--- config.mk ---
export PLATFORM = sky130hd
export DESIGN_NAME = ulc_top
export DESIGN_NICKNAME = d
export VERILOG_FILES = /design/src/hdl/ulc_pkg.sv /design/src/hdl/ulc_top.sv
export SDC_FILE = /design/constraint.sdc
export NUM_CORES = 1
export LEC_CHECK = 0
export ABC_AREA = 1
export BUFFER_PORTS_ARGS = -buffer_cell sky130_fd_sc_hd__buf_2
export CAP_MARGIN = 40
export CORE_ASPECT_RATIO = 1.1
export CORE_MARGIN = 2
export CORE_UTILIZATION = 40
export CTS_BUF_LIST = sky130_fd_sc_hd__clkbuf_2 sky130_fd_sc_hd__clkbuf_4 sky130_fd_sc_hd__clkbuf_8
export DETAILED_ROUTE_END_ITERATION = 6
export GPL_TIMING_DRIVEN = 0
export HOLD_SLACK_MARGIN = 0.12
export PLACE_DENSITY = 0.71
export SYNTH_ARGS = -nofsm -noshare
export SYNTH_HDL_FRONTEND = slang
export SYNTH_SLANG_ARGS = --single-unit
--- constraint.sdc ---
create_clock -name clk -period 11.5 [get_ports clk]
set_clock_uncertainty 0.15 [all_clocks]
set_input_delay 3.45 -clock clk [delete_from_list [all_inputs] [get_ports clk]]
set_output_delay 3.45 -clock clk [all_outputs]
set_load 0.01 [all_outputs]
--- src/hdl/ulc_pkg.sv ---
package ulc_pkg;

  localparam int ULC_W = 8;
  localparam int ULC_PLA_IN = 12;
  localparam int ULC_PLA_TERMS = 8;
  localparam int ULC_PLA_OUT = 4;
  localparam int ULC_CFG_WORDS = 8;
  localparam int ULC_FIFO_DEPTH = 4;

  // Word offsets on the register port, all indices of 16-bit words
  localparam logic [3:0] ULC_ADDR_ACC0 = 4'h0;
  localparam logic [3:0] ULC_ADDR_ACC1 = 4'h1;
  localparam logic [3:0] ULC_ADDR_DAT0 = 4'h2;
  localparam logic [3:0] ULC_ADDR_DAT1 = 4'h3;
  localparam logic [3:0] ULC_ADDR_FIFO0 = 4'h4;
  localparam logic [3:0] ULC_ADDR_FIFO1 = 4'h5;
  localparam logic [3:0] ULC_ADDR_CFG_BASE = 4'h8;

  localparam logic [7:0] ULC_REG_RESET = 8'h00;
  localparam logic [15:0] ULC_CFG_RESET = 16'h0000;

  // Condition codes selectable onto the six routing outputs
  localparam logic [3:0] ULC_COND_CMP0_EQ = 4'h0;
  localparam logic [3:0] ULC_COND_CMP0_LT = 4'h1;
  localparam logic [3:0] ULC_COND_CMP1_EQ = 4'h2;
  localparam logic [3:0] ULC_COND_CMP1_LT = 4'h3;
  localparam logic [3:0] ULC_COND_ZERO0 = 4'h4;
  localparam logic [3:0] ULC_COND_ZERO1 = 4'h5;
  localparam logic [3:0] ULC_COND_ONES0 = 4'h6;
  localparam logic [3:0] ULC_COND_ONES1 = 4'h7;
  localparam logic [3:0] ULC_COND_OVF = 4'h8;
  localparam logic [3:0] ULC_COND_SOUT = 4'h9;
  localparam logic [3:0] ULC_COND_F0_EMPTY = 4'ha;
  localparam logic [3:0] ULC_COND_F0_FULL = 4'hb;
  localparam logic [3:0] ULC_COND_F1_EMPTY = 4'hc;
  localparam logic [3:0] ULC_COND_F1_FULL = 4'hd;
  localparam logic [3:0] ULC_COND_BOTH_EQ = 4'he;
  localparam logic [3:0] ULC_COND_CHAIN_EQ = 4'hf;

  typedef enum logic [2:0] {
    ULC_OP_PASS = 3'b000,
    ULC_OP_INC = 3'b001,
    ULC_OP_DEC = 3'b010,
    ULC_OP_ADD = 3'b011,
    ULC_OP_SUB = 3'b100,
    ULC_OP_AND = 3'b101,
    ULC_OP_OR = 3'b110,
    ULC_OP_XOR = 3'b111
  } ulc_alu_op_t;

  typedef enum logic [1:0] {
    ULC_SH_NONE = 2'b00,
    ULC_SH_LEFT = 2'b01,
    ULC_SH_RIGHT = 2'b10,
    ULC_SH_SWAP = 2'b11
  } ulc_shift_t;

  // One 16-bit dynamic configuration word
  typedef struct packed {
    ulc_alu_op_t alu_op;
    logic src_a;
    logic [1:0] src_b;
    ulc_shift_t shift;
    logic [1:0] dst;
    logic mask_en;
    logic crc_en;
    logic fifo_load;
    logic [1:0] fifo_wr;
    logic fifo_src;
  } ulc_cfg_t;

  // Link to a neighbouring cell
  typedef struct packed {
    logic carry;
    logic shift;
    logic eq;
    logic lt;
  } ulc_chain_t;

endpackage : ulc_pkg

--- src/hdl/ulc_top.sv ---
// Overview of operation
// - Each array: twelve inputs, eight shared terms
// - Product term ANDs one to twelve inputs
// - Each term input picks true or inverted
// - Each output ORs up to eight terms
// - Array outputs registered or combinational per bit
// - Two arrays beside one datapath
// - Eight-bit datapath, single-cycle arithmetic unit
// - Four working registers readable and writable
// - Accumulators: operands, results and compare inputs
// - Data registers are operands, never results
// - Queues load registers or capture results
// - Each queue holds four bytes
// - Eight sixteen-bit words select per-cycle function
// - Eight operations: inc, dec, add, sub, logic, pass
// - Shift left, right, swap, OR mask
// - Two masked compares over selectable operands
// - Zero, ones, overflow; conditions selectable outward
// - Compare chaining through neighbour links
// - Programmable most significant bit position
// - One CRC or sequence step per cycle
// - Wider CRC extends through chained neighbours
// - Queue direction: input or output buffer
// - Six routing inputs and six outputs
// - Queue status selectable as outputs
`timescale 1ns/10ps
module ulc_top #(
  parameter int FIFO_DEPTH = ulc_pkg::ULC_FIFO_DEPTH
) (
  input wire logic clk,
  input wire logic reset_n,
  input wire logic [3:0] bus_addr,
  input wire logic bus_wr,
  input wire logic bus_rd,
  input wire logic [15:0] bus_wdata,
  output logic [15:0] bus_rdata,
  input wire logic [1:0][11:0] pla_in,
  input wire logic [1:0][7:0][11:0] pla_true_sel,
  input wire logic [1:0][7:0][11:0] pla_comp_sel,
  input wire logic [1:0][3:0][7:0] pla_sum_sel,
  input wire logic [1:0][3:0] pla_reg_sel,
  output logic [1:0][3:0] pla_out,
  input wire logic [5:0] dp_in,
  output logic [5:0] dp_out,
  input wire logic [5:0][3:0] out_sel,
  input wire logic [1:0][7:0] cmp_mask,
  input wire logic [1:0][1:0] cmp_sel,
  input wire logic [2:0] msb_pos,
  input wire logic [7:0] alu_mask,
  input wire logic [7:0] crc_poly,
  input wire logic chain_en,
  input wire logic [1:0] fifo_dir,
  input wire ulc_pkg::ulc_chain_t chain_in,
  output ulc_pkg::ulc_chain_t chain_out
);

  localparam int PW = $clog2(FIFO_DEPTH);
  localparam int CW = $clog2(FIFO_DEPTH + 1);

  logic [1:0] rst_pipe;
  logic rst_n;
  logic [1:0][7:0] pterm;
  logic [1:0][3:0] psum;
  logic [1:0][3:0] pla_q;
  logic [15:0] cfg_ram [ulc_pkg::ULC_CFG_WORDS];
  ulc_pkg::ulc_cfg_t cfg;
  logic run;
  logic [7:0] acc0, acc1, dat0, dat1;
  logic [7:0] op_a, op_b, msb_mask, msb_bit, shifted, result, crc_next;
  logic [8:0] alu9;
  logic sin, sout, carry, fb, carry_q, sout_q;
  logic [7:0] fifo_mem [2][FIFO_DEPTH];
  logic [PW-1:0] fifo_wp [2];
  logic [PW-1:0] fifo_rp [2];
  logic [CW-1:0] fifo_cnt [2];
  logic [7:0] fifo_head [2];
  logic [7:0] fifo_din [2];
  logic [1:0] fifo_push, fifo_pop, fifo_full, fifo_empty;
  logic [1:0] cmp_eq, cmp_lt;
  logic [15:0] cond;

  // Async assert, release through two stages
  always_ff @(posedge clk or negedge reset_n) begin
    if (!reset_n) begin
      rst_pipe <= 2'h0;
    end else begin
      rst_pipe <= {rst_pipe[0], 1'b1};
    end
  end
  assign rst_n = rst_pipe[1];

  // Two arrays; a term ignores inputs with neither polarity enabled
  always_comb begin
    for (int p = 0; p < 2; p++) begin
      for (int t = 0; t < ulc_pkg::ULC_PLA_TERMS; t++) begin
        pterm[p][t] = &((pla_in[p] | ~pla_true_sel[p][t]) &
                        (~pla_in[p] | ~pla_comp_sel[p][t]));
      end
      for (int o = 0; o < ulc_pkg::ULC_PLA_OUT; o++) begin
        psum[p][o] = |(pterm[p] & pla_sum_sel[p][o]);
      end
    end
  end

  always_ff @(posedge clk or negedge rst_n) begin
    if (!rst_n) begin
      pla_q <= '0;
    end else begin
      pla_q <= psum;
    end
  end

  // Combinational outputs bypass the flop so logic equations stay zero-lag
  always_comb begin
    for (int p = 0; p < 2; p++) begin
      for (int o = 0; o < ulc_pkg::ULC_PLA_OUT; o++) begin
        pla_out[p][o] = pla_reg_sel[p][o] ? pla_q[p][o] : psum[p][o];
      end
    end
  end

  // Address from routing picks this cycle's configuration
  assign cfg = ulc_pkg::ulc_cfg_t'(cfg_ram[dp_in[2:0]]);
  assign run = dp_in[5];
  assign sin = chain_en ? chain_in.shift : dp_in[3];

  always_ff @(posedge clk or negedge rst_n) begin
    if (!rst_n) begin
      for (int w = 0; w < ulc_pkg::ULC_CFG_WORDS; w++) begin
        cfg_ram[w] <= ulc_pkg::ULC_CFG_RESET;
      end
    end else if (bus_wr && bus_addr[3]) begin
      cfg_ram[bus_addr[2:0]] <= bus_wdata;
    end
  end

  always_comb begin
    op_a = cfg.src_a ? acc1 : acc0;
    unique case (cfg.src_b)
      2'h0: op_b = dat0;
      2'h1: op_b = dat1;
      2'h2: op_b = acc0;
      2'h3: op_b = acc1;
    endcase
    msb_mask = 8'((9'h002 << msb_pos) - 9'h001);
    msb_bit = 8'h01 << msb_pos;
    unique case (cfg.alu_op)
      ulc_pkg::ULC_OP_PASS: alu9 = {1'b0, op_a};
      ulc_pkg::ULC_OP_INC: alu9 = {1'b0, op_a} + 9'h001;
      ulc_pkg::ULC_OP_DEC: alu9 = {1'b0, op_a} - 9'h001;
      ulc_pkg::ULC_OP_ADD: alu9 = {1'b0, op_a} + {1'b0, op_b} +
                                  {8'h00, chain_en & chain_in.carry};
      ulc_pkg::ULC_OP_SUB: alu9 = {1'b0, op_a} - {1'b0, op_b};
      ulc_pkg::ULC_OP_AND: alu9 = {1'b0, op_a & op_b};
      ulc_pkg::ULC_OP_OR: alu9 = {1'b0, op_a | op_b};
      ulc_pkg::ULC_OP_XOR: alu9 = {1'b0, op_a ^ op_b};
    endcase
    // Carry taken just above the programmed top bit
    carry = alu9[4'({1'b0, msb_pos}) + 4'h1];
    fb = op_a[msb_pos] ^ sin;
    crc_next = ({op_a[6:0], 1'b0} ^ (fb ? crc_poly : 8'h00)) & msb_mask;
    unique case (cfg.shift)
      ulc_pkg::ULC_SH_NONE: shifted = alu9[7:0];
      ulc_pkg::ULC_SH_LEFT: shifted = {alu9[6:0], sin};
      ulc_pkg::ULC_SH_RIGHT: shifted = ((alu9[7:0] & msb_mask) >> 1) |
                                       (sin ? msb_bit : 8'h00);
      ulc_pkg::ULC_SH_SWAP: shifted = {alu9[3:0], alu9[7:4]};
    endcase
    if (cfg.crc_en) begin
      sout = op_a[msb_pos];
    end else if (cfg.shift == ulc_pkg::ULC_SH_LEFT) begin
      sout = alu9[msb_pos];
    end else if (cfg.shift == ulc_pkg::ULC_SH_RIGHT) begin
      sout = alu9[0];
    end else begin
      sout = 1'b0;
    end
    if (cfg.crc_en) begin
      result = crc_next;
    end else begin
      result = (cfg.mask_en ? (shifted | alu_mask) : shifted) & msb_mask;
    end
  end

  // Queues: direction per queue, bus on one side, datapath on the other
  for (genvar q = 0; q < 2; q++) begin : g_fifo
    assign fifo_full[q] = fifo_cnt[q] == CW'(FIFO_DEPTH);
    assign fifo_empty[q] = fifo_cnt[q] == '0;
    assign fifo_head[q] = fifo_mem[q][fifo_rp[q]];
    assign fifo_din[q] = fifo_dir[q] ?
      (cfg.fifo_src ? result : (q == 0 ? acc0 : acc1)) : bus_wdata[7:0];
    // Full pushes and empty pops are dropped, contents untouched
    assign fifo_push[q] = !fifo_full[q] & (fifo_dir[q] ?
      (run & cfg.fifo_wr[q]) :
      (bus_wr & (bus_addr == ulc_pkg::ULC_ADDR_FIFO0 + 4'(q))));
    assign fifo_pop[q] = !fifo_empty[q] & (fifo_dir[q] ?
      (bus_rd & (bus_addr == ulc_pkg::ULC_ADDR_FIFO0 + 4'(q))) :
      (run & cfg.fifo_load));

    always_ff @(posedge clk or negedge rst_n) begin
      if (!rst_n) begin
        fifo_wp[q] <= '0;
        fifo_rp[q] <= '0;
        fifo_cnt[q] <= '0;
        for (int e = 0; e < FIFO_DEPTH; e++) begin
          fifo_mem[q][e] <= ulc_pkg::ULC_REG_RESET;
        end
      end else begin
        if (fifo_push[q]) begin
          fifo_mem[q][fifo_wp[q]] <= fifo_din[q];
          fifo_wp[q] <= (fifo_wp[q] == PW'(FIFO_DEPTH - 1)) ? '0 :
                        fifo_wp[q] + PW'(1);
        end
        if (fifo_pop[q]) begin
          fifo_rp[q] <= (fifo_rp[q] == PW'(FIFO_DEPTH - 1)) ? '0 :
                        fifo_rp[q] + PW'(1);
        end
        if (fifo_push[q] && !fifo_pop[q]) begin
          fifo_cnt[q] <= fifo_cnt[q] + CW'(1);
        end else if (fifo_pop[q] && !fifo_push[q]) begin
          fifo_cnt[q] <= fifo_cnt[q] - CW'(1);
        end
      end
    end
  end

  // Bus writes win over the datapath in the same cycle
  always_ff @(posedge clk or negedge rst_n) begin
    if (!rst_n) begin
      acc0 <= ulc_pkg::ULC_REG_RESET;
      acc1 <= ulc_pkg::ULC_REG_RESET;
    end else begin
      if (bus_wr && bus_addr == ulc_pkg::ULC_ADDR_ACC0) begin
        acc0 <= bus_wdata[7:0];
      end else if (run && cfg.dst[0]) begin
        if (!cfg.fifo_load) begin
          acc0 <= result;
        end else if (fifo_pop[0]) begin
          acc0 <= fifo_head[0];
        end
      end
      if (bus_wr && bus_addr == ulc_pkg::ULC_ADDR_ACC1) begin
        acc1 <= bus_wdata[7:0];
      end else if (run && cfg.dst[1]) begin
        if (!cfg.fifo_load) begin
          acc1 <= result;
        end else if (fifo_pop[1]) begin
          acc1 <= fifo_head[1];
        end
      end
    end
  end

  // Data registers never take the arithmetic result
  always_ff @(posedge clk or negedge rst_n) begin
    if (!rst_n) begin
      dat0 <= ulc_pkg::ULC_REG_RESET;
      dat1 <= ulc_pkg::ULC_REG_RESET;
    end else begin
      if (bus_wr && bus_addr == ulc_pkg::ULC_ADDR_DAT0) begin
        dat0 <= bus_wdata[7:0];
      end else if (run && cfg.fifo_load && !cfg.dst[0] && fifo_pop[0]) begin
        dat0 <= fifo_head[0];
      end
      if (bus_wr && bus_addr == ulc_pkg::ULC_ADDR_DAT1) begin
        dat1 <= bus_wdata[7:0];
      end else if (run && cfg.fifo_load && !cfg.dst[1] && fifo_pop[1]) begin
        dat1 <= fifo_head[1];
      end
    end
  end

  always_ff @(posedge clk or negedge rst_n) begin
    if (!rst_n) begin
      carry_q <= 1'b0;
      sout_q <= 1'b0;
    end else if (run) begin
      carry_q <= carry;
      sout_q <= sout;
    end
  end

  // Compare 0 chains toward the more significant neighbour
  always_comb begin
    logic [7:0] x, y;
    x = 8'h00;
    y = 8'h00;
    for (int c = 0; c < 2; c++) begin
      unique case (cmp_sel[c])
        2'h0: begin x = acc0; y = dat0; end
        2'h1: begin x = acc1; y = dat1; end
        2'h2: begin x = acc0; y = acc1; end
        2'h3: begin x = acc1; y = dat0; end
      endcase
      cmp_eq[c] = ((x ^ y) & cmp_mask[c]) == 8'h00;
      cmp_lt[c] = (x & cmp_mask[c]) < (y & cmp_mask[c]);
    end
    if (chain_en) begin
      cmp_lt[0] = cmp_lt[0] | (cmp_eq[0] & chain_in.lt);
      cmp_eq[0] = cmp_eq[0] & chain_in.eq;
    end
  end

  always_comb begin
    cond = '0;
    cond[ulc_pkg::ULC_COND_CMP0_EQ] = cmp_eq[0];
    cond[ulc_pkg::ULC_COND_CMP0_LT] = cmp_lt[0];
    cond[ulc_pkg::ULC_COND_CMP1_EQ] = cmp_eq[1];
    cond[ulc_pkg::ULC_COND_CMP1_LT] = cmp_lt[1];
    cond[ulc_pkg::ULC_COND_ZERO0] = (acc0 & msb_mask) == 8'h00;
    cond[ulc_pkg::ULC_COND_ZERO1] = (acc1 & msb_mask) == 8'h00;
    cond[ulc_pkg::ULC_COND_ONES0] = (acc0 | ~msb_mask) == 8'hff;
    cond[ulc_pkg::ULC_COND_ONES1] = (acc1 | ~msb_mask) == 8'hff;
    cond[ulc_pkg::ULC_COND_OVF] = carry_q;
    cond[ulc_pkg::ULC_COND_SOUT] = sout_q;
    cond[ulc_pkg::ULC_COND_F0_EMPTY] = fifo_empty[0];
    cond[ulc_pkg::ULC_COND_F0_FULL] = fifo_full[0];
    cond[ulc_pkg::ULC_COND_F1_EMPTY] = fifo_empty[1];
    cond[ulc_pkg::ULC_COND_F1_FULL] = fifo_full[1];
    cond[ulc_pkg::ULC_COND_BOTH_EQ] = cmp_eq[0] & cmp_eq[1];
    cond[ulc_pkg::ULC_COND_CHAIN_EQ] = chain_in.eq;
  end

  // Registered outputs add a cycle but keep routing glitch-free
  always_ff @(posedge clk or negedge rst_n) begin
    if (!rst_n) begin
      dp_out <= '0;
      chain_out <= '0;
    end else begin
      for (int k = 0; k < 6; k++) begin
        dp_out[k] <= cond[out_sel[k]];
      end
      chain_out <= '{carry: carry, shift: sout, eq: cmp_eq[0], lt: cmp_lt[0]};
    end
  end

  always_ff @(posedge clk or negedge rst_n) begin
    if (!rst_n) begin
      bus_rdata <= 16'h0000;
    end else if (bus_rd) begin
      if (bus_addr[3]) begin
        bus_rdata <= cfg_ram[bus_addr[2:0]];
      end else begin
        unique case (bus_addr)
          ulc_pkg::ULC_ADDR_ACC0: bus_rdata <= {8'h00, acc0};
          ulc_pkg::ULC_ADDR_ACC1: bus_rdata <= {8'h00, acc1};
          ulc_pkg::ULC_ADDR_DAT0: bus_rdata <= {8'h00, dat0};
          ulc_pkg::ULC_ADDR_DAT1: bus_rdata <= {8'h00, dat1};
          ulc_pkg::ULC_ADDR_FIFO0: bus_rdata <= {8'h00, fifo_head[0]};
          ulc_pkg::ULC_ADDR_FIFO1: bus_rdata <= {8'h00, fifo_head[1]};
          default: bus_rdata <= 16'h0000;
        endcase
      end
    end
  end

  a_fifo_bound: assert property (@(posedge clk) disable iff (!rst_n)
    fifo_cnt[0] <= CW'(FIFO_DEPTH) && fifo_cnt[1] <= CW'(FIFO_DEPTH))
    else $error("queue count above depth");

  a_full_write_held: assert property (@(posedge clk) disable iff (!rst_n)
    fifo_full[0] && !fifo_pop[0] |=> fifo_full[0] && $stable(fifo_wp[0]))
    else $error("write to full queue changed it");

  a_empty_read_held: assert property (@(posedge clk) disable iff (!rst_n)
    fifo_empty[1] && !fifo_push[1] |=> fifo_empty[1] && $stable(fifo_rp[1]))
    else $error("read from empty queue changed it");

  a_cfg_word_write: assert property (@(posedge clk) disable iff (!rst_n)
    bus_wr && bus_addr[3] |=> cfg_ram[$past(bus_addr[2:0])] == $past(bus_wdata))
    else $error("configuration word not stored");

  a_acc_readback: assert property (@(posedge clk) disable iff (!rst_n)
    bus_wr && bus_addr == ulc_pkg::ULC_ADDR_ACC1 ##1
    bus_rd && bus_addr == ulc_pkg::ULC_ADDR_ACC1 && !run
    |=> bus_rdata == {8'h00, $past(bus_wdata[7:0], 2)})
    else $error("accumulator readback mismatch");

  a_dat_no_result: assert property (@(posedge clk) disable iff (!rst_n)
    !bus_wr && !(run && cfg.fifo_load) |=> $stable(dat0) && $stable(dat1))
    else $error("data register changed without load");

  a_inc_step: assert property (@(posedge clk) disable iff (!rst_n)
    run && !bus_wr && cfg.alu_op == ulc_pkg::ULC_OP_INC && cfg.dst == 2'b01
    && !cfg.src_a && cfg.shift == ulc_pkg::ULC_SH_NONE && !cfg.mask_en
    && !cfg.crc_en && !cfg.fifo_load
    |=> acc0 == 8'(($past(acc0) + 8'h01) & $past(msb_mask)))
    else $error("increment result wrong");

  a_zero_out: assert property (@(posedge clk) disable iff (!rst_n)
    rst_n && out_sel[1] == ulc_pkg::ULC_COND_ZERO0 && msb_pos == 3'h7
    |=> dp_out[1] == ($past(acc0) == 8'h00))
    else $error("zero detect output wrong");

  a_pla_comb: assert property (@(posedge clk) disable iff (!rst_n)
    !pla_reg_sel[0][0] |-> pla_out[0][0] == |(pterm[0] & pla_sum_sel[0][0]))
    else $error("combinational array output wrong");

  a_pla_reg: assert property (@(posedge clk) disable iff (!rst_n)
    ##1 pla_reg_sel[1][1] |-> pla_out[1][1] == $past(psum[1][1]))
    else $error("registered array output wrong");

endmodule : ulc_top

==> results of run 1 <==
==> power by group through the flow <==
| stage | logic [mW] | clock network [mW] | registers [mW] |
|---|---|---|---|
| CTS | 2.13 | 0.986 | 1.53 |
| floorplan | 1.39 | 0 | 1.46 |
| global route | 2.41 | 1.03 | 1.57 |
| detailed placement | 2.11 | 0 | 1.54 |
| finish | 2.18 | 0.983 | 1.54 |
| global placement | 2.07 | 0 | 1.55 |
==> metal layers <==
layer	share of wire (%)	wire [µm]	vias to the layer above	global-route usage, %
met5	0.13	149	-	0
met1	34	39540	12800	42.20
met4	8.4	9755	22	28.70
met3	10	11930	434	9.109
li1	-	-	12700	-
met2	47	54980	1854	66.27
==> logic make-up (layout without fill, tap and decap cells) <==
kind of cell / after synthesis / in the layout / share of synthesized area [%]
AO/OA/AOI/OAI: 730 / 730 / 19.31
XOR/XNOR: 11 / 11 / 0.4316
adder cells (fa/ha/maj): 67 / 67 / 3.924
buffers and inverters: 462 / 1151 / 8.262
flip-flops: 276 / 276 / 30.94
multiplexers: 63 / 63 / 3.128
other: 1 / 37 / 0.01680
AND/OR/NAND/NOR: 1754 / 1754 / 33.99
==> stage by stage <==
step / hold WS (ns) / instance area (µm²)
floorplan: 0.1812 / 22320
global placement: 0.1839 / 26180
detailed placement: 0.1724 / 26380
CTS: 0.1859 / 27410
global route: 0.2155 / 27500
finish: 0.1612 / 27510
==> Yosys cell counts (9+ instances only) <==
| master | instances | area share [%] |
|---|---|---|
| a21oi_1 | 149 | 3.3 |
| a221oi_1 | 26 | 1.0 |
| a22o_1 | 15 | 0.59 |
| a31oi_1 | 12 | 0.34 |
| a32o_1 | 9 | 0.40 |
| buf_2 | 27 | 0.61 |
| clkbuf_1 | 98 | 1.6 |
| clkinv_1 | 16 | 0.27 |
| dfrtp_1 | 276 | 31 |
| ha_1 | 62 | 3.5 |
| inv_1 | 295 | 5.0 |
| inv_2 | 10 | 0.17 |
| mux2_2 | 54 | 2.7 |
| mux2i_1 | 9 | 0.40 |
| nand2_1 | 1060 | 18 |
| nand2_2 | 25 | 0.70 |
| nand3_1 | 252 | 5.6 |
| nand3_2 | 25 | 1.1 |
| nand4_1 | 61 | 1.7 |
| nor2_1 | 239 | 4.0 |
| nor2_2 | 9 | 0.25 |
| nor3_1 | 19 | 0.43 |
| nor4_1 | 23 | 0.64 |
| o2111ai_1 | 14 | 0.55 |
| o211ai_1 | 21 | 0.71 |
| o21ai_0 | 365 | 8.2 |
| o21ai_1 | 11 | 0.25 |
| o221ai_1 | 36 | 1.4 |
| o22ai_1 | 30 | 0.84 |
| or2_2 | 19 | 0.53 |
==> critical path, stage by stage <==
cell	delay, ns
clkbuf_1	0.33
inv_1	0.31
nand2_1	0.13
nand4_1	0.08
a2111oi_0	0.57
buf_2	0.27
nand2_1	0.17
nor4_1	0.62
nand2_1	0.13
nand4_1	0.15
or3_1	0.16
nor2_1	0.05
a21oi_1	0.10
buf_2	0.14
==> cell type report <==
class	instances	area share (%)
buffer	141	2.324
clock inverter	12	0.3411
inverter	321	4.379
antenna	36	0.3274
clock buffer	74	3.406
sequential	276	25.12
tap	736	3.347
multi-input combinational	2626	49.35
timing repair buffer	603	11.41
==> worst paths after layout <==
| path | slack (ns) | endpoint | cells after the start | start |
|---|---|---|---|---|
| setup / recovery | 1.23 | pla_out[4] | 14 | pla_in[21] |
| hold / removal | 0.16 | cfg_ram[105]$_DFFE_PN0P_ | 0 | rst_pipe[1]$_DFF_PN0_ |
| setup reg to reg | 5.82 | fifo_mem[48]$_DFFE_PN0P_ | 31 | cfg_ram[42]$_DFFE_PN0P_ |
| hold reg to reg | 0.16 | cfg_ram[105]$_DFFE_PN0P_ | 0 | rst_pipe[1]$_DFF_PN0_ |
| max in group asynchronous | 8.67 | rst_pipe[1]$_DFF_PN0_ | 1 | reset_n |
| min in group clk | 0.20 | rst_pipe[1]$_DFF_PN0_ | 0 | rst_pipe[0]$_DFF_PN0_ |
==> registers in the layout, summed over array words and instances (netlist names), 4 cells and up <==
signal / count
fifo_rp: 4
dat1: 8
chain_out: 4
pla_q: 8
dp_out: 6
dat0: 8
acc0: 8
bus_rdata: 16
fifo_wp: 4
acc1: 8
fifo_mem: 64
fifo_cnt: 6
cfg_ram: 128
==> results.sh, run 1 <==
export IMPL_slew_violations=0
export IMPL_synth_edff_count=0
export IMPL_timing_slew_headroom_pct=37.56
export IMPL_die_area_um2=57710
export IMPL_dp_slack_ns=1.285
export IMPL_final_common_cell="nand2_1"
export IMPL_final_cell_mix="nand2_1, buf_2, o21ai_0"
export IMPL_setup_viol=0
export IMPL_cts_inserted_buffers=49
export IMPL_rows=90
export IMPL_drc=0
export IMPL_routed_wl_um=116300
export IMPL_fillers=5894
export IMPL_timing_final_ws_setup_ns=1.228
export IMPL_yosysSeqAreaShare_pct=30.94
export IMPL_comb_power_share_pct=46.3
export IMPL_syn2layout_area_growth_pct=23.25
export IMPL_hold_viol=0
export IMPL_grt_use_total_pct=38.84
export IMPL_cap_violations=0
export IMPL_power_per_cell_area_nw_per_um2=171.1
export IMPL_power_mw=4.707
export IMPL_syn_num_nets=4011
export IMPL_gp_congestion=1.012
export IMPL_fp_dieW_um=229.2
export IMPL_seq_area_um2=6910
export IMPL_hold_buffers=0
export IMPL_antenna_found_initial=53
export IMPL_min_period_over_period_pct=89.32
export IMPL_cts_sinks=276
export IMPL_grt_pass1_vias=26400
export IMPL_pin_count=614
export IMPL_ys_flop_type="dfrtp_1"
export IMPL_clkTransAtPathRegs_ns=0.06
export IMPL_critPathLaunchType="input pin"
export IMPL_post_cts_setup_buffer_count=0
export IMPL_start_util_pct=40.54
export IMPL_dp_cells=4702
export IMPL_wl_per_cell_um=24.11
export IMPL_hpwl_um=92570
export IMPL_post_cts_resized=0
export IMPL_drt_iter0_markers=3175
export IMPL_antenna_left=0
export IMPL_drive_gt1_share_pct=22.03
export IMPL_cp_required_ns=7.90
export IMPL_yosysWarnings=0
export IMPL_grt_pass1_wl_um=167100
export IMPL_hold_path_class="reg2async"
export IMPL_clk_latency_ns=0.68
export IMPL_worstMarginPinSlew_ns=0.9289
export IMPL_yosys_register_bits=276
export IMPL_p_clk_share_pct=20.9
export IMPL_fp_dieH_um=251.8
export IMPL_rsz0062_at_grt="no"
export IMPL_status="finished clean"
export IMPL_fin_crit_ns=10.27
export IMPL_netlist_area_um2=22320
export IMPL_drtPass1Iterations=6
export IMPL_ir_drop_mv=0.08369
export IMPL_cts_max_path_buffers=3
export IMPL_arrival_ns=6.67
export IMPL_yosysUniqueCellTypes=61
export IMPL_fin_nets=4665
export IMPL_p_seq_share_pct=32.8
export IMPL_coreArea_um2=55070
export IMPL_worst_setup_path_end_kind="primary output"
export IMPL_p_sw_share_pct=46.59
export IMPL_syn_area_per_cell_um2=6.636
export IMPL_port_buffers=587
export IMPL_async_reset_ff_share_pct=100.0
export IMPL_globalRouteOverflowTotal=0
export IMPL_crit_type="in2out"
export IMPL_p_int_mw=2.514
export IMPL_p_sw_mw=2.193
export IMPL_syn_inst=3364
export IMPL_htree_levels=2
export IMPL_vias_per_cell=5.763
export IMPL_fmax_ghz=0.09736
export IMPL_fin_cells=4825
export IMPL_fin_util_pct=49.96
export IMPL_fin_tns_setup_ns=0
export IMPL_vias=27810
export IMPL_grt_max_degree=62
export IMPL_cp_max_fo=9
export IMPL_cts_tree="built"
export IMPL_power_leakage_nw=14.18
export IMPL_cts_root_buf="clkbuf_8"
export IMPL_multi_input_area_um2=13580
Power figures use the tool's default switching activity.
==> run 2: changes to the inputs <==
==> config.mk (replaced) <==
export PLATFORM = sky130hd
export DESIGN_NAME = ulc_top
export DESIGN_NICKNAME = d
export VERILOG_FILES = /design/src/hdl/ulc_pkg.sv /design/src/hdl/ulc_top.sv
export SDC_FILE = /design/constraint.sdc
export NUM_CORES = 1
export LEC_CHECK = 0
export ABC_AREA = 1
export CAP_MARGIN = 40
export CORE_AREA = 2 2 235 237
export CTS_BUF_LIST = sky130_fd_sc_hd__clkbuf_2 sky130_fd_sc_hd__clkbuf_4 sky130_fd_sc_hd__clkbuf_8
export DETAILED_ROUTE_END_ITERATION = 6
export DIE_AREA = 0 0 237 239
export DONT_BUFFER_PORTS = 1
export GPL_TIMING_DRIVEN = 0
export HOLD_SLACK_MARGIN = 0.12
export PLACE_DENSITY = 0.63
export SYNTH_ARGS = -nofsm -noshare
export SYNTH_HDL_FRONTEND = slang
export SYNTH_SLANG_ARGS = --single-unit
==> run 2 against run 1 <==
  * Core utilization fell by 4.6 points
  * First-iteration DRC count down 2.6%
  * Sequential power about the same
  * Final area down 10%
  * Largest cell class unchanged
  * Die area decreased by 1.9%
  * Total power is essentially flat
  * Flip-flop and latch count stayed put
  * Global-route usage up 0.90 points
  * Critical path type unchanged
  * Maximum frequency grew 1.6%
==> results.sh, run 2 (synthesized netlist as in run 1, its figures left out) <==
export IMPL_clk_latency_ns=0.67
export IMPL_worst_setup_path_end_kind="primary output"
export IMPL_cp_num_buf_inv=3
export IMPL_fillers=5870
export IMPL_crit_type="in2out"
export IMPL_grt_pass1_vias=23940
export IMPL_post_cts_setup_buffer_count=0
export IMPL_cts_max_path_buffers=3
export IMPL_use_met3_pct=12.79
export IMPL_busiest_layer="met2"
export IMPL_whs_ns=0.1603
export IMPL_critPathSlowestCell="nor4_1"
export IMPL_antenna_found_initial=51
export IMPL_p_sw_mw=2.180
export IMPL_min_period_over_period_pct=87.89
export IMPL_hold_viol=0
export IMPL_rsz0062_at_grt="no"
export IMPL_crit_chain="clkbuf_1 -> inv_1 -> nand2_1 -> nand4_1 -> a2111oi_0 -> buf_1 -> nand2_1 -> nor4_1 -> nand2_1 -> nand4_1 -> or3_1 -> nor2_1 -> a21oi_1"
export IMPL_ff2ff_path_depth=29
export IMPL_cts_tree="built"
export IMPL_critPathTopFamily="simple AND/OR/NAND/NOR gates"
export IMPL_dp_cells=4082
export IMPL_worstMarginPinSlew_ns=0.9564
export IMPL_post_cts_resized=0
export IMPL_fin_cells=4228
export IMPL_pin_count=614
export IMPL_use_met2_pct=62.95
export IMPL_power_per_cell_area_nw_per_um2=191.0
export IMPL_hpwl_um=91290
export IMPL_hold_buffers=0
export IMPL_vias=25640
export IMPL_grt_use_total_pct=39.74
export IMPL_fp_dieH_um=239
export IMPL_rows=86
export IMPL_critPathLaunchType="input pin"
export IMPL_grt_use_met1_pct=45.49
export IMPL_routed_wl_um=115800
export IMPL_fin_crit_ns=10.11
export IMPL_clkTransAtPathRegs_ns=0.07
export IMPL_grt_pass1_wl_um=164400
export IMPL_antenna_left=0
export IMPL_cts_inserted_buffers=50
export IMPL_port_buffers=0
export IMPL_htree_levels=2
export IMPL_top_register="cfg_ram"
export IMPL_arrival_ns=6.51
export IMPL_cts_root_buf="clkbuf_8"
export IMPL_p_seq_share_pct=33.3
export IMPL_slowest_delay_ns=0.55
export IMPL_p_clk_share_pct=23.1
export IMPL_timing_slew_headroom_pct=36.24
export IMPL_largest_reg_flops=128
export IMPL_coreArea_um2=54340
export IMPL_drc=0
export IMPL_timing_critical_path_mode_cell="nand2_1"
export IMPL_drtPass1Iterations=6
export IMPL_drive_gt1_share_pct=8.934
export IMPL_reg_top3="cfg_ram x128, fifo_mem x64, bus_rdata x16"
export IMPL_fin_nets=4078
export IMPL_cp_depth=13
export IMPL_ir_drop_mv=0.09663
export IMPL_power_leakage_nw=11.92
export IMPL_globalRouteOverflowTotal=0
export IMPL_p_sw_share_pct=46.32
export IMPL_cap_violations=0
export IMPL_final_cell_mix="nand2_1, o21ai_0, inv_1"
export IMPL_fp_dieW_um=237
export IMPL_p_int_mw=2.527
export IMPL_gp_congestion=1.034
export IMPL_vias_per_cell=6.065
export IMPL_cts_sinks=276
export IMPL_die_area_um2=56640
export IMPL_fmax_ghz=0.09894
export IMPL_grt_max_degree=63
export IMPL_cp_max_fo=9
export IMPL_drt_iter0_markers=3093
export IMPL_setup_viol=0
export IMPL_hold_path_class="reg2async"
export IMPL_comb_power_share_pct=43.6
export IMPL_cp_required_ns=7.90
export IMPL_wl_per_cell_um=27.40
export IMPL_final_common_cell="nand2_1"
export IMPL_slew_violations=0
export IMPL_start_util_pct=41.08
export IMPL_status="finished clean"
export IMPL_syn2layout_area_growth_pct=10.43
-- run 2: cell types whose count changed in the layout (fill, tap and decap cells not counted), moves of 2 or more --
cell             before  now
clkdlybuf4s18_2       3    1
diode_2              36   54
buf_12                0    2
clkinv_2              6   11
clkdlybuf4s15_2       2    0
clkinvlp_4            3    0
bufinv_16             0    4
buf_2               617   34
clkinv_8              2    0
-- run 2: worst reg2reg max path: cells and delay by family (launching register included) --
| family | cells | cell delay (ns) |
|---|---|---|
| AND/OR/NAND/NOR | 14 | 1.97 |
| adder cells (fa/ha/maj) | 2 | 0.74 |
| AO/OA/AOI/OAI | 6 | 1.41 |
| flip-flops | 1 | 0.38 |
| buffers and inverters | 7 | 0.78 |
-- run 2: area by class of cell --
type	count	area [µm²]	area share (%)
diodes	54	135.1	0.5482
plain buffers	141	639.4	2.594
clock buffers	74	937.1	3.802
clock inverters	17	195.2	0.7918
inverters	321	1205	4.888
multi-input cells	2626	13570	55.06
flip-flops and latches	276	6910	28.03
well taps	704	880.8	3.573
repair buffers	15	175.2	0.7106
-- run 2: power by group through the flow --
stage	combinational, mW	sequential, mW	clock [mW]
finish	2.05	1.57	1.09
global route	2.26	1.60	1.13
CTS	2.00	1.55	1.09
detailed placement	1.99	1.56	0
global placement	1.96	1.58	0
floorplan	1.39	1.46	0
-- run 2: per-layer routing --
layer | wire length, µm | part of all wire [%]
met2 | 52350 | 45
met5 | 26 | 0.022
met3 | 12820 | 11
met4 | 8960 | 7.7
met1 | 41670 | 36
-- run 2: worst paths after layout --
path                                    startpoint                  endpoint  slack (ns)
min in group clk             rst_pipe[0]$_DFF_PN0_     rst_pipe[1]$_DFF_PN0_        0.20
hold reg to reg              rst_pipe[1]$_DFF_PN0_   cfg_ram[73]$_DFFE_PN0P_        0.16
setup reg to reg           cfg_ram[43]$_DFFE_PN0P_  fifo_mem[48]$_DFFE_PN0P_        5.92
max in group asynchronous                  reset_n     rst_pipe[1]$_DFF_PN0_        8.79
setup / recovery                        pla_in[21]                pla_out[5]        1.39
hold / removal               rst_pipe[1]$_DFF_PN0_   cfg_ram[73]$_DFFE_PN0P_        0.16
-- run 2: through the flow --
step / util [%] / area [µm²] / setup WS, ns / total power, mW / TNS, ns
finish: 45.36 / 24650 / 1.393 / 4.707 / 0
global route: 45.31 / 24620 / 1.262 / 4.990 / 0
floorplan: - / 22320 / 2.684 / 2.850 / 0
CTS: 45.10 / 24510 / 1.488 / 4.641 / 0
global placement: 42.70 / 23200 / -0.6784 / 3.538 / -168.74
detailed placement: 43.02 / 23380 / 1.495 / 3.558 / 0
